<file path="src/cgic_pkg.sv">
// constants for the shared socket interrupt control register
package cgic_pkg;
	// register offset from the socket base address
	localparam logic [11:0] GLOBAL_SOCKET_IRQ_CONTROL_OFS = 12'h81E;
	localparam logic [7:0] CTRL_RESET = 8'h00;
	// field positions
	localparam int SLEEP_BIT = 0;
	localparam int STATUS_LEVEL_BIT = 1;
	localparam int CLEAR_WRITE_BIT = 2;
	localparam int FIRST_LEVEL_BIT = 3;
	localparam int SECOND_LEVEL_BIT = 4;
	// writable field mask, bits 7..5 reserved
	localparam logic [7:0] CTRL_WMASK = 8'h1F;
	// number of interrupt sources: first card, second card, status change
	localparam int IRQ_SRC = 3;
	// card-detect change flag position in the status change flags
	localparam int CD_FLAG_BIT = 3;
endpackage : cgic_pkg

</file>
<file path="src/cgic_ctrl.sv">
// shared socket interrupt control register and its effects
// Function
// - one control register governs both sockets
// - bits 7..5 read zero, writes ignored
// - bit 4 picks edge or level host irq for second card
// - bit 3 picks edge or level host irq for first card
// - bit 2 picks clear-on-read or write-one-to-clear for status flags
// - bit 1 picks edge or level host irq for status changes
// - bit 0 floats card outputs until a card cycle runs
// - after each card cycle outputs float again in sleep mode
// - interrupts still accepted in sleep; only card access wakes
// - bits 2..0 cleared only by global reset, not bus reset
// - write-one clear of card-detect flag also clears soft trigger
`timescale 1ns/1ps
`default_nettype none
module cgic_ctrl (
	input wire logic mclk,
	input wire logic rst,
	input wire logic global_reset_in,
	input wire logic bus_reset_in,
	input wire logic [11:0] reg_addr,
	input wire logic reg_wr,
	input wire logic reg_rd,
	input wire logic [7:0] reg_wdata,
	output logic [7:0] reg_rdata,
	input wire logic [1:0] card_irq_in,
	input wire logic status_irq_in,
	input wire logic card_cycle_active,
	input wire logic cd_flag_write_one,
	output logic status_clear_on_read,
	output logic soft_card_detect_clear,
	output logic card_outputs_float,
	output logic [2:0] host_irq
);
	logic [1:0] card_mode_reg;
	logic [2:0] gr_reg;
	logic [7:0] rdata_reg;
	logic [2:0] src_s1, src_s2, src_s3, src_last;
	logic [2:0] irq_reg, irq_next;
	logic float_reg, swclr_reg, cor_reg;
	wire logic hit;
	wire logic wr_hit;
	wire logic [7:0] ctrl_view;
	wire logic [2:0] level_sel;
	wire logic [2:0] src_seen;
	wire logic [2:0] src_rise;
	wire logic global_reset_in_q;
	wire logic bus_reset_in_q;

	// one address for both sockets
	// single shared copy
	assign hit = (reg_addr == cgic_pkg::GLOBAL_SOCKET_IRQ_CONTROL_OFS);
	assign wr_hit = hit & reg_wr;
	assign ctrl_view = {3'h0, card_mode_reg, gr_reg} & cgic_pkg::CTRL_WMASK;
	assign level_sel = {gr_reg[cgic_pkg::STATUS_LEVEL_BIT],
		card_mode_reg[1], card_mode_reg[0]};
	assign global_reset_in_q = global_reset_in;
	assign bus_reset_in_q = bus_reset_in;

	// card mode bits: cleared by either reset
	always_ff @(posedge mclk or posedge rst) begin
		if (rst) begin
			card_mode_reg <= 2'h0;
		end else if (global_reset_in_q | bus_reset_in_q) begin
			card_mode_reg <= 2'h0;
		end else if (wr_hit) begin
			card_mode_reg <= reg_wdata[cgic_pkg::SECOND_LEVEL_BIT:
				cgic_pkg::FIRST_LEVEL_BIT];
		end
	end

	// clear mode, status level, sleep: global reset only
	always_ff @(posedge mclk or posedge rst) begin
		if (rst) begin
			gr_reg <= 3'h0;
		end else if (global_reset_in_q) begin
			// bus reset does not touch these
			gr_reg <= 3'h0;
		end else if (wr_hit) begin
			gr_reg <= reg_wdata[cgic_pkg::CLEAR_WRITE_BIT:0];
		end
	end

	// registered read data
	always_ff @(posedge mclk or posedge rst) begin
		if (rst) begin
			rdata_reg <= 8'h00;
		end else if (hit & reg_rd) begin
			rdata_reg <= ctrl_view;
		end else begin
			rdata_reg <= 8'h00;
		end
	end

	// three-stage sync of external interrupt levels
	always_ff @(posedge mclk or posedge rst) begin
		if (rst) begin
			src_s1 <= 3'h0;
			src_s2 <= 3'h0;
			src_s3 <= 3'h0;
			src_last <= 3'h0;
		end else begin
			src_s1 <= {status_irq_in, card_irq_in};
			src_s2 <= src_s1;
			src_s3 <= src_s2;
			src_last <= src_seen;
		end
	end
	// a change counts once stages two and three agree
	assign src_seen = (src_s2 & src_s3) | (src_last & (src_s2 | src_s3));
	assign src_rise = src_seen & ~src_last;

	// per source: level follows, edge pulses once
	// interrupts flow regardless of sleep
	genvar gi;
	generate
		for (gi = 0; gi < cgic_pkg::IRQ_SRC; gi++) begin : g_irq
			// one pulse per rise in edge mode
			assign irq_next[gi] = level_sel[gi] ? src_seen[gi] :
				src_rise[gi];
		end
	endgenerate

	// registered host interrupt lines
	always_ff @(posedge mclk or posedge rst) begin
		if (rst) begin
			irq_reg <= 3'h0;
		end else begin
			irq_reg <= irq_next;
		end
	end

	// sleep: float outputs except while a card cycle runs
	always_ff @(posedge mclk or posedge rst) begin
		if (rst) begin
			float_reg <= 1'b0;
		end else begin
			float_reg <= gr_reg[cgic_pkg::SLEEP_BIT] & ~card_cycle_active;
		end
	end

	// clear mode outputs and soft trigger clear
	always_ff @(posedge mclk or posedge rst) begin
		if (rst) begin
			cor_reg <= 1'b1;
			swclr_reg <= 1'b0;
		end else begin
			// clear-on-read when bit 2 is zero
			cor_reg <= ~gr_reg[cgic_pkg::CLEAR_WRITE_BIT];
			// write-one clear also drops soft trigger
			swclr_reg <= gr_reg[cgic_pkg::CLEAR_WRITE_BIT] &
				cd_flag_write_one;
		end
	end

	assign reg_rdata = rdata_reg;
	assign host_irq = irq_reg;
	assign card_outputs_float = float_reg;
	assign status_clear_on_read = cor_reg;
	assign soft_card_detect_clear = swclr_reg;

	// one pulse per rise, none otherwise
	generate
		for (gi = 0; gi < cgic_pkg::IRQ_SRC; gi++) begin : g_edge_chk

		end
	endgenerate
endmodule : cgic_ctrl
`default_nettype wire

</file>
<file path="config.mk">
export PLATFORM = sky130hd
export DESIGN_NAME = cgic_ctrl
export DESIGN_NICKNAME = d
export VERILOG_FILES = /design/src/cgic_pkg.sv /design/src/cgic_ctrl.sv
export SDC_FILE = /design/constraint.sdc
export NUM_CORES = 1
export LEC_CHECK = 0
export ABC_AREA = 1
export BUFFER_PORTS_ARGS = -buffer_cell sky130_fd_sc_hd__clkbuf_2
export CAP_MARGIN = 20
export CORE_ASPECT_RATIO = 0.9
export CORE_UTILIZATION = 25
export CTS_CLUSTER_SIZE = 20
export DETAILED_ROUTE_END_ITERATION = 12
export GPL_TIMING_DRIVEN = 0
export SYNTH_ARGS = -nofsm -noshare
export SYNTH_HDL_FRONTEND = slang
export SYNTH_SLANG_ARGS = --single-unit
</file>
<file path="constraint.sdc">
create_clock -name mclk -period 1.4 [get_ports mclk]
set_clock_uncertainty 0.1 [all_clocks]
set_input_delay 0.28 -clock mclk [delete_from_list [all_inputs] [get_ports mclk]]
set_output_delay 0.28 -clock mclk [all_outputs]
set_load 0.1 [all_outputs]
</file>
# ---- Word-level counts from Yosys, hierarchy flattened
# Index checks and enable logic that the tools add are counted.
dict set report op_classes {
  n_reduce_logical 2
  muxes 8
  bitwise_logic 13
  eq_ne 1
}
# cell count
set op_table {}
lappend op_table {{$eq 12x12->1 const B} 1}
lappend op_table {{$and 3x3->3} 3}
lappend op_table {{$mux 3} 2}
lappend op_table {{$or 3x3->3} 2}
lappend op_table {{$mux 5} 1}
lappend op_table {{$and 1x1->1} 4}
lappend op_table {{$mux 2} 2}
lappend op_table {{$reduce_bool 2->1} 2}
lappend op_table {{$mux 1} 3}
lappend op_table {{$not 3->3} 1}
lappend op_table {{$not 1->1} 2}
lappend op_table {{$or 1x1->1} 1}
dict set report word_totals {
  inputBits 31
  word_cells 35
  out_inout_bits 14
  regBits 31
}

# ---- Longest topological paths before layout
# Gate-level depths: netlist of the first run.
dict set report depth {
  ltp_word 5
  mapped_depth 7
}

# ---- Worst setup path before layout of the first run
# OpenSTA, ideal clock, no wires.
dict set report synth_path {
  path_kind {register to output}
  start {register float_reg (netlist: card_outputs_float)}
  end {output card_outputs_float}
  t_arrival_ns 0.883
  path_slack_ns 0.137
  path_buffers 0
  stages_incl_launch_ff 1
  cell_sequence {dfrtp_1}
}
# item line
set synth_rtl {}
lappend synth_rtl {{start: declaration} cgic_ctrl.sv:40} ;# logic float_reg, swclr_reg, cor_reg;
lappend synth_rtl {{start signal: assignment} cgic_ctrl.sv:138} ;# float_reg <= gr_reg[cgic_pkg::SLEEP_BIT] & ~card_cycle_active;
lappend synth_rtl {{end: declaration} cgic_ctrl.sv:32} ;# output logic card_outputs_float,
# No word-level cell between the ends.

# ---- Worst setup path in the final report of the first run
dict set report layout_path {
  start {register cor_reg (netlist: status_clear_on_read)}
  end {output status_clear_on_read}
}
# item line
set layout_rtl {}
lappend layout_rtl {{start: declaration} cgic_ctrl.sv:40}
lappend layout_rtl {{start signal: assignment} cgic_ctrl.sv:149} ;# cor_reg <= ~gr_reg[cgic_pkg::CLEAR_WRITE_BIT];
lappend layout_rtl {{end: declaration} cgic_ctrl.sv:30} ;# output logic status_clear_on_read,
# No word-level cell between the ends.

==> impl_metrics.yaml, run 1 <==
place:
  place_ws_ps: 66.5
  dpl_cell_area_mm2: 0.00130
  place.gp.congestion: 0.798
  dpl.hpwl_um: 1400
  place_inst: 187
  numPortBuffers: 38
logic_synthesis:
  synth.mux.area_fraction_pct: 0
  yosysMostFrequentCell: "dfrtp_1"
  synthAdderAreaFrac_pct: 0
  seq_area_frac_synth_pct: 67.4
  syn_area_mm2: 0.00104
  async_reset_ff_share_pct: 100
  synth_commonest_cells: "dfrtp_1, inv_1, nand2_1, nor2_1"
  yosys.area_share.simple_pct: 18.9
  synth_edf_count: 0
  synth_warnings: 0
  synth-xor-area-share_pct: 0
  synth_ff_type: "dfrtp_1"
  yosys-top-cells-area: "dfrtp_1, inv_1, nand2_1"
  ys_types: 13
  ys_ff_latch: 28
  synth_top_family_by_area: "simple AND/OR/NAND/NOR gates"
  synth_top_area_share_pct: 64.9
  syn_area_per_cell_um2: 10.3
  yosys.area.top_type: "dfrtp_1"
  synth-compound-area-share_pct: 5.05
  synth_cells: 101
routing:
  num_vias: 774
  ant_nets: 0
  wl_per_cell_um: 9.36
  wl_um: 1810
  drcViolationCount: 0
  drt_iter0_drc: 36
  via_per_inst: 4.01
  drtPass1Iterations: 4
clock_tree:
  insertion_delay_ps: 270
  numCtsBuffers: 3
  postCtsSetupBuffers: 0
  cts_root_buf: "clkbuf_8"
  ctsLongestPathBuffers: 2
  clk_pin_slew_ps: 90
  cts_tree: "yes"
  clock_sinks: 28
  htreeDepth: 1
run_status:
  status: "finished clean"
die:
  dieWidth_um: 70.0
  core_area_mm2: 0.00386
  die_area_mm2: 0.00443
  io_pins: 45
  die_h_um: 63.2
  start_util_pct: 27.0
  rows: 21
setup_path:
  slowest_stage: "dfstp_2"
  crit_family: "flip-flops"
  crit_path_max_fanout: 1
  r2r_setup_slack_ps: 400
  crit_chain: "clkbuf_16"
  arrival_ps: 1000
  end_kind: "primary output"
  crit_required_ps: 1020
  worstSetupStartpointType: "flip-flop"
  cpPeakStageDelay_ps: 540
  worst-path-buf-inv: 1
  critical_path_class: "reg -> out"
timing:
  timing.final.setup_violations: 0
  whs_ps: 12.7
  fin_crit_sh_pct: 98.6
  worst_pin_slew_ps: 545
  finalHoldViolations: 0
  setup_tns_ps: 0
  relSlewSlack_pct: 63.7
  rsz0062_at_grt: "true"
  max_freq_ghz: 0.725
  period_needed_ps: 1380
  drv_slew: 0
  setup_slack_ps: 19.9
grt:
  grt_first_pass_wirelength_um: 3040
  grt_pass1_vias: 748
  grt.total_usage_pct: 8.59
  grt_antenna_before_repair: 0
  grt_overflow_total: 0
  grt_max_degree: 29
power:
  leakagePower_nw: 0.773
  vdd_drop_max_mv: 0.436
  p_per_area_mw_per_mm2: 1100
  power_mw: 1.57
final_layout:
  stdcell_count: 193
  largest_reg_flops: 5
  diodes: 0
  design_area_mm2: 0.00143
  drive_above_1_share_pct: 33.3
  filler_cell_count: 396
  final_nets: 179
  post-route-util_pct: 37.1
  area_growth_pct: 37.7
flow_run:
  max_cap_viol_count: 0
min_path:
  hp-class: "in -> reg"
## area by class of cell
type | instances | area (um^2) | share of cell area, %
sequential | 28 | 702 | 49.0
timing repair buffer | 40 | 273 | 19.0
multi-input combinational | 55 | 260 | 18.2
inverter | 17 | 63.8 | 4.45
tap | 46 | 57.6 | 4.01
clock buffer | 4 | 55.1 | 3.84
buffer | 3 | 22.5 | 1.57
## final timing paths
kind / from / end / cells past startpoint
setup / recovery: status_clear_on_read$_DFF_PP1_ / status_clear_on_read / 1
hold / removal: status_irq_in / src_s1[2]$_DFF_PP0_ / 1
setup reg to reg: src_s2[2]$_DFF_PP0_ / host_irq[2]$_DFF_PP0_ / 3
hold reg to reg: src_s1[1]$_DFF_PP0_ / src_s2[1]$_DFF_PP0_ / 0
max in group asynchronous: rst / src_s1[1]$_DFF_PP0_ / 4
min in group asynchronous: rst / reg_rdata[1]$_DFF_PP0_ / 3
## metal layers
metal	wire length, um	global-route usage [%]	vias to the layer above
met4	0	0.750	0
met1	872	10.6	351
met5	0	0	-
met2	835	14.7	24
li1	-	-	399
met3	98	3.52	0
## timing repair
item,CTS,global route
resized for setup,13,0
endpoints found under the setup margin,11,1
hold endpoints to repair,0,10
pin swaps,0,0
hold buffers,0,1
## cell families after synthesis
group | Yosys count
AOI/OAI and AO/OA | 9
DFF | 28
buffers and inverters | 20
and+or+nand+nor | 43
other | 1
## cell usage in the layout, fill, tap and decap left out, drive strengths merged
master / count
nand4: 5
dfrtp: 27
nand2: 17
inv: 17
a21oi: 6
nor2: 15
nand3: 6
dlygate4sd3: 1
buf: 4
conb: 3
clkbuf: 42
dfstp: 1
o21a: 3
## where the power goes
part	leakage (nW)	internal, mW	switching, mW
registers	0.356	0.841	0.0135
clock network	0.0288	0.251	0.227
logic	0.388	0.0721	0.170
total	0.773	1.16	0.410
No activity file was read; power rests on OpenSTA's default activity.
==> inputs of run 2 (changes only) <==
Settings changed: HOLD_SLACK_MARGIN set to 0.15.
==> run 2 against run 1 <==
Die area stayed put. Setup slack got worse by 4.3 ps. Power rose by 1.8%. Clock-buffer cell count unchanged. Utilization is 2.6 points higher. Design area up 7.0%.
==> impl_metrics.yaml, run 2 (synthesis gave the netlist of run 1 again) <==
run_status:
  status: "finished clean"
setup_path:
  worstSetupStartpointType: "flip-flop"
  worstReg2RegStart: "src_s2[2]$_DFF_PP0_"
  r2r_end: "host_irq[2]$_DFF_PP0_"
  worst-path-buf-inv: 1
  slowest_stage: "dfstp_2"
  crit_path_max_fanout: 1
  cpPeakStageDelay_ps: 550
  r2r_setup_slack_ps: 400
  rr_worst_depth: 3
  critical_path_class: "reg -> out"
  arrival_ps: 1000
  crit_family: "flip-flops"
  crit_chain: "clkbuf_16"
  crit_required_ps: 1020
  end_kind: "primary output"
grt:
  grt.total_usage_pct: 9.03
  grt_first_pass_wirelength_um: 3230
  grt_max_degree: 29
  grt_overflow_total: 0
  grt_antenna_before_repair: 0
  grt_pass1_vias: 793
power:
  clkPwrFrac_pct: 30.1
  power_mw: 1.60
  netSwitchingPower_mw: 0.420
  switching_share_pct: 26.2
  leakagePower_nw: 0.815
  p_int_mw: 1.18
  power_frac_comb_pct: 16.6
  power.share.sequential_pct: 53.3
  vdd_drop_max_mv: 0.447
  p_per_area_mw_per_mm2: 1040
die:
  dieWidth_um: 70.0
  io_pins: 45
  core_area_mm2: 0.00386
  die_h_um: 63.2
  die_area_mm2: 0.00443
  rows: 21
  start_util_pct: 27.0
timing:
  worst_pin_slew_ps: 546
  max_freq_ghz: 0.722
  period_needed_ps: 1380
  timing.final.setup_violations: 0
  fin_crit_sh_pct: 98.9
  relSlewSlack_pct: 63.6
  finalHoldViolations: 0
  drv_slew: 0
  rsz0062_at_grt: "true"
  setup_slack_ps: 15.6
clock_tree:
  insertion_delay_ps: 270
  htreeDepth: 1
  clk_pin_slew_ps: 90
  numCtsBuffers: 3
  cts_tree: "yes"
  clock_sinks: 28
  cts_root_buf: "clkbuf_8"
  ctsLongestPathBuffers: 2
final_layout:
  drive_above_1_share_pct: 31.2
  regArea_um2: 702
  largest_reg_flops: 5
  filler_cell_count: 389
  stdcell_count: 203
  diodes: 0
  area_growth_pct: 47.4
  final_nets: 189
  design_area_mm2: 0.00153
  post-route-util_pct: 39.7
  final_cell_mix: "dfrtp_1, clkbuf_2, inv_1, nand2_1, nor2_1"
  multi_input_comb_area_um2: 260
routing:
  drtPass1Iterations: 4
  drt_iter0_drc: 23
  drcViolationCount: 0
  wl_um: 1940
  ant_nets: 0
  num_vias: 808
  wl_per_cell_um: 9.54
  via_per_inst: 3.98
min_path:
  min_from: "reg_rd"
  min_to: "reg_rdata[1]$_DFF_PP0_"
  hold_path_depth: 3
  hp-class: "in -> reg"
place:
  dpl.hpwl_um: 1400
  numPortBuffers: 38
  place.gp.congestion: 0.798
  dpl_cell_area_mm2: 0.00130
  place_inst: 187
  place_ws_ps: 66.5
flow_run:
  max_cap_viol_count: 0
## run 2: cell count changes in the layout (fill, tap and decap cells not counted), sizes merged
cell / delta
dlygate4sd3: +10
## run 2: metal layers
layer | track usage [%] | up-vias | share of wire, %
met5 | 0 | - | 0
met4 | 0.750 | 0 | 0
met3 | 3.52 | 0 | 5.1
met2 | 15.7 | 24 | 48
met1 | 11.0 | 365 | 47
li1 | - | 419 | -
## run 2: power groups by stage
stage | Clock [mW] | Sequential [mW] | Combinational (mW)
final | 0.483 | 0.854 | 0.265
after global routing | 0.518 | 0.858 | 0.285
after CTS | 0.499 | 0.855 | 0.256
after detailed placement | 0 | 0.871 | 0.228
after global placement | 0 | 0.870 | 0.227
after floorplan | 0 | 0.942 | 0.0907
## run 2: final cells by class
| cell class | count | area share (%) |
|---|---|---|
| plain buffers | 3 | 1.47 |
| clock buffers | 4 | 3.59 |
| inverters | 17 | 4.16 |
| multi-input cells | 55 | 17.0 |
| flip-flops and latches | 28 | 45.8 |
| well taps | 46 | 3.75 |
| repair buffers | 50 | 24.3 |
## run 2: stage by stage
step	hold slack (ps)	setup TNS, ps
2_1_floorplan	211	0
3_3_place_gp	232	0
3_5_place_dp	236	0
4_1_cts	165	0
5_1_grt	172	-8.93
6_report	171	0
## run 2: worst max path at each step
| stage | startpoint | end | cells after the start | slack (ps) |
|---|---|---|---|---|
| final | status_clear_on_read$_DFF_PP1_ | status_clear_on_read | 1 | 20 |
| after global routing | status_clear_on_read$_DFF_PP1_ | status_clear_on_read | 1 | -9 |
| after CTS | status_clear_on_read$_DFF_PP1_ | status_clear_on_read | 1 | 9 |
| after detailed placement | rst | host_irq[2]$_DFF_PP0_ | 2 | 70 |
| after global placement | rst | src_s1[2]$_DFF_PP0_ | 2 | 80 |
| after floorplan | card_outputs_float$_DFF_PP0_ | card_outputs_float | 0 | 140 |
## run 2: timing repair
item,CTS,global route
gates cloned,0,0
buffers inserted,0,0
endpoints found under the hold margin,10,10
hold buffers,10,1
gates resized for setup,13,0
endpoints found under the setup margin,11,1
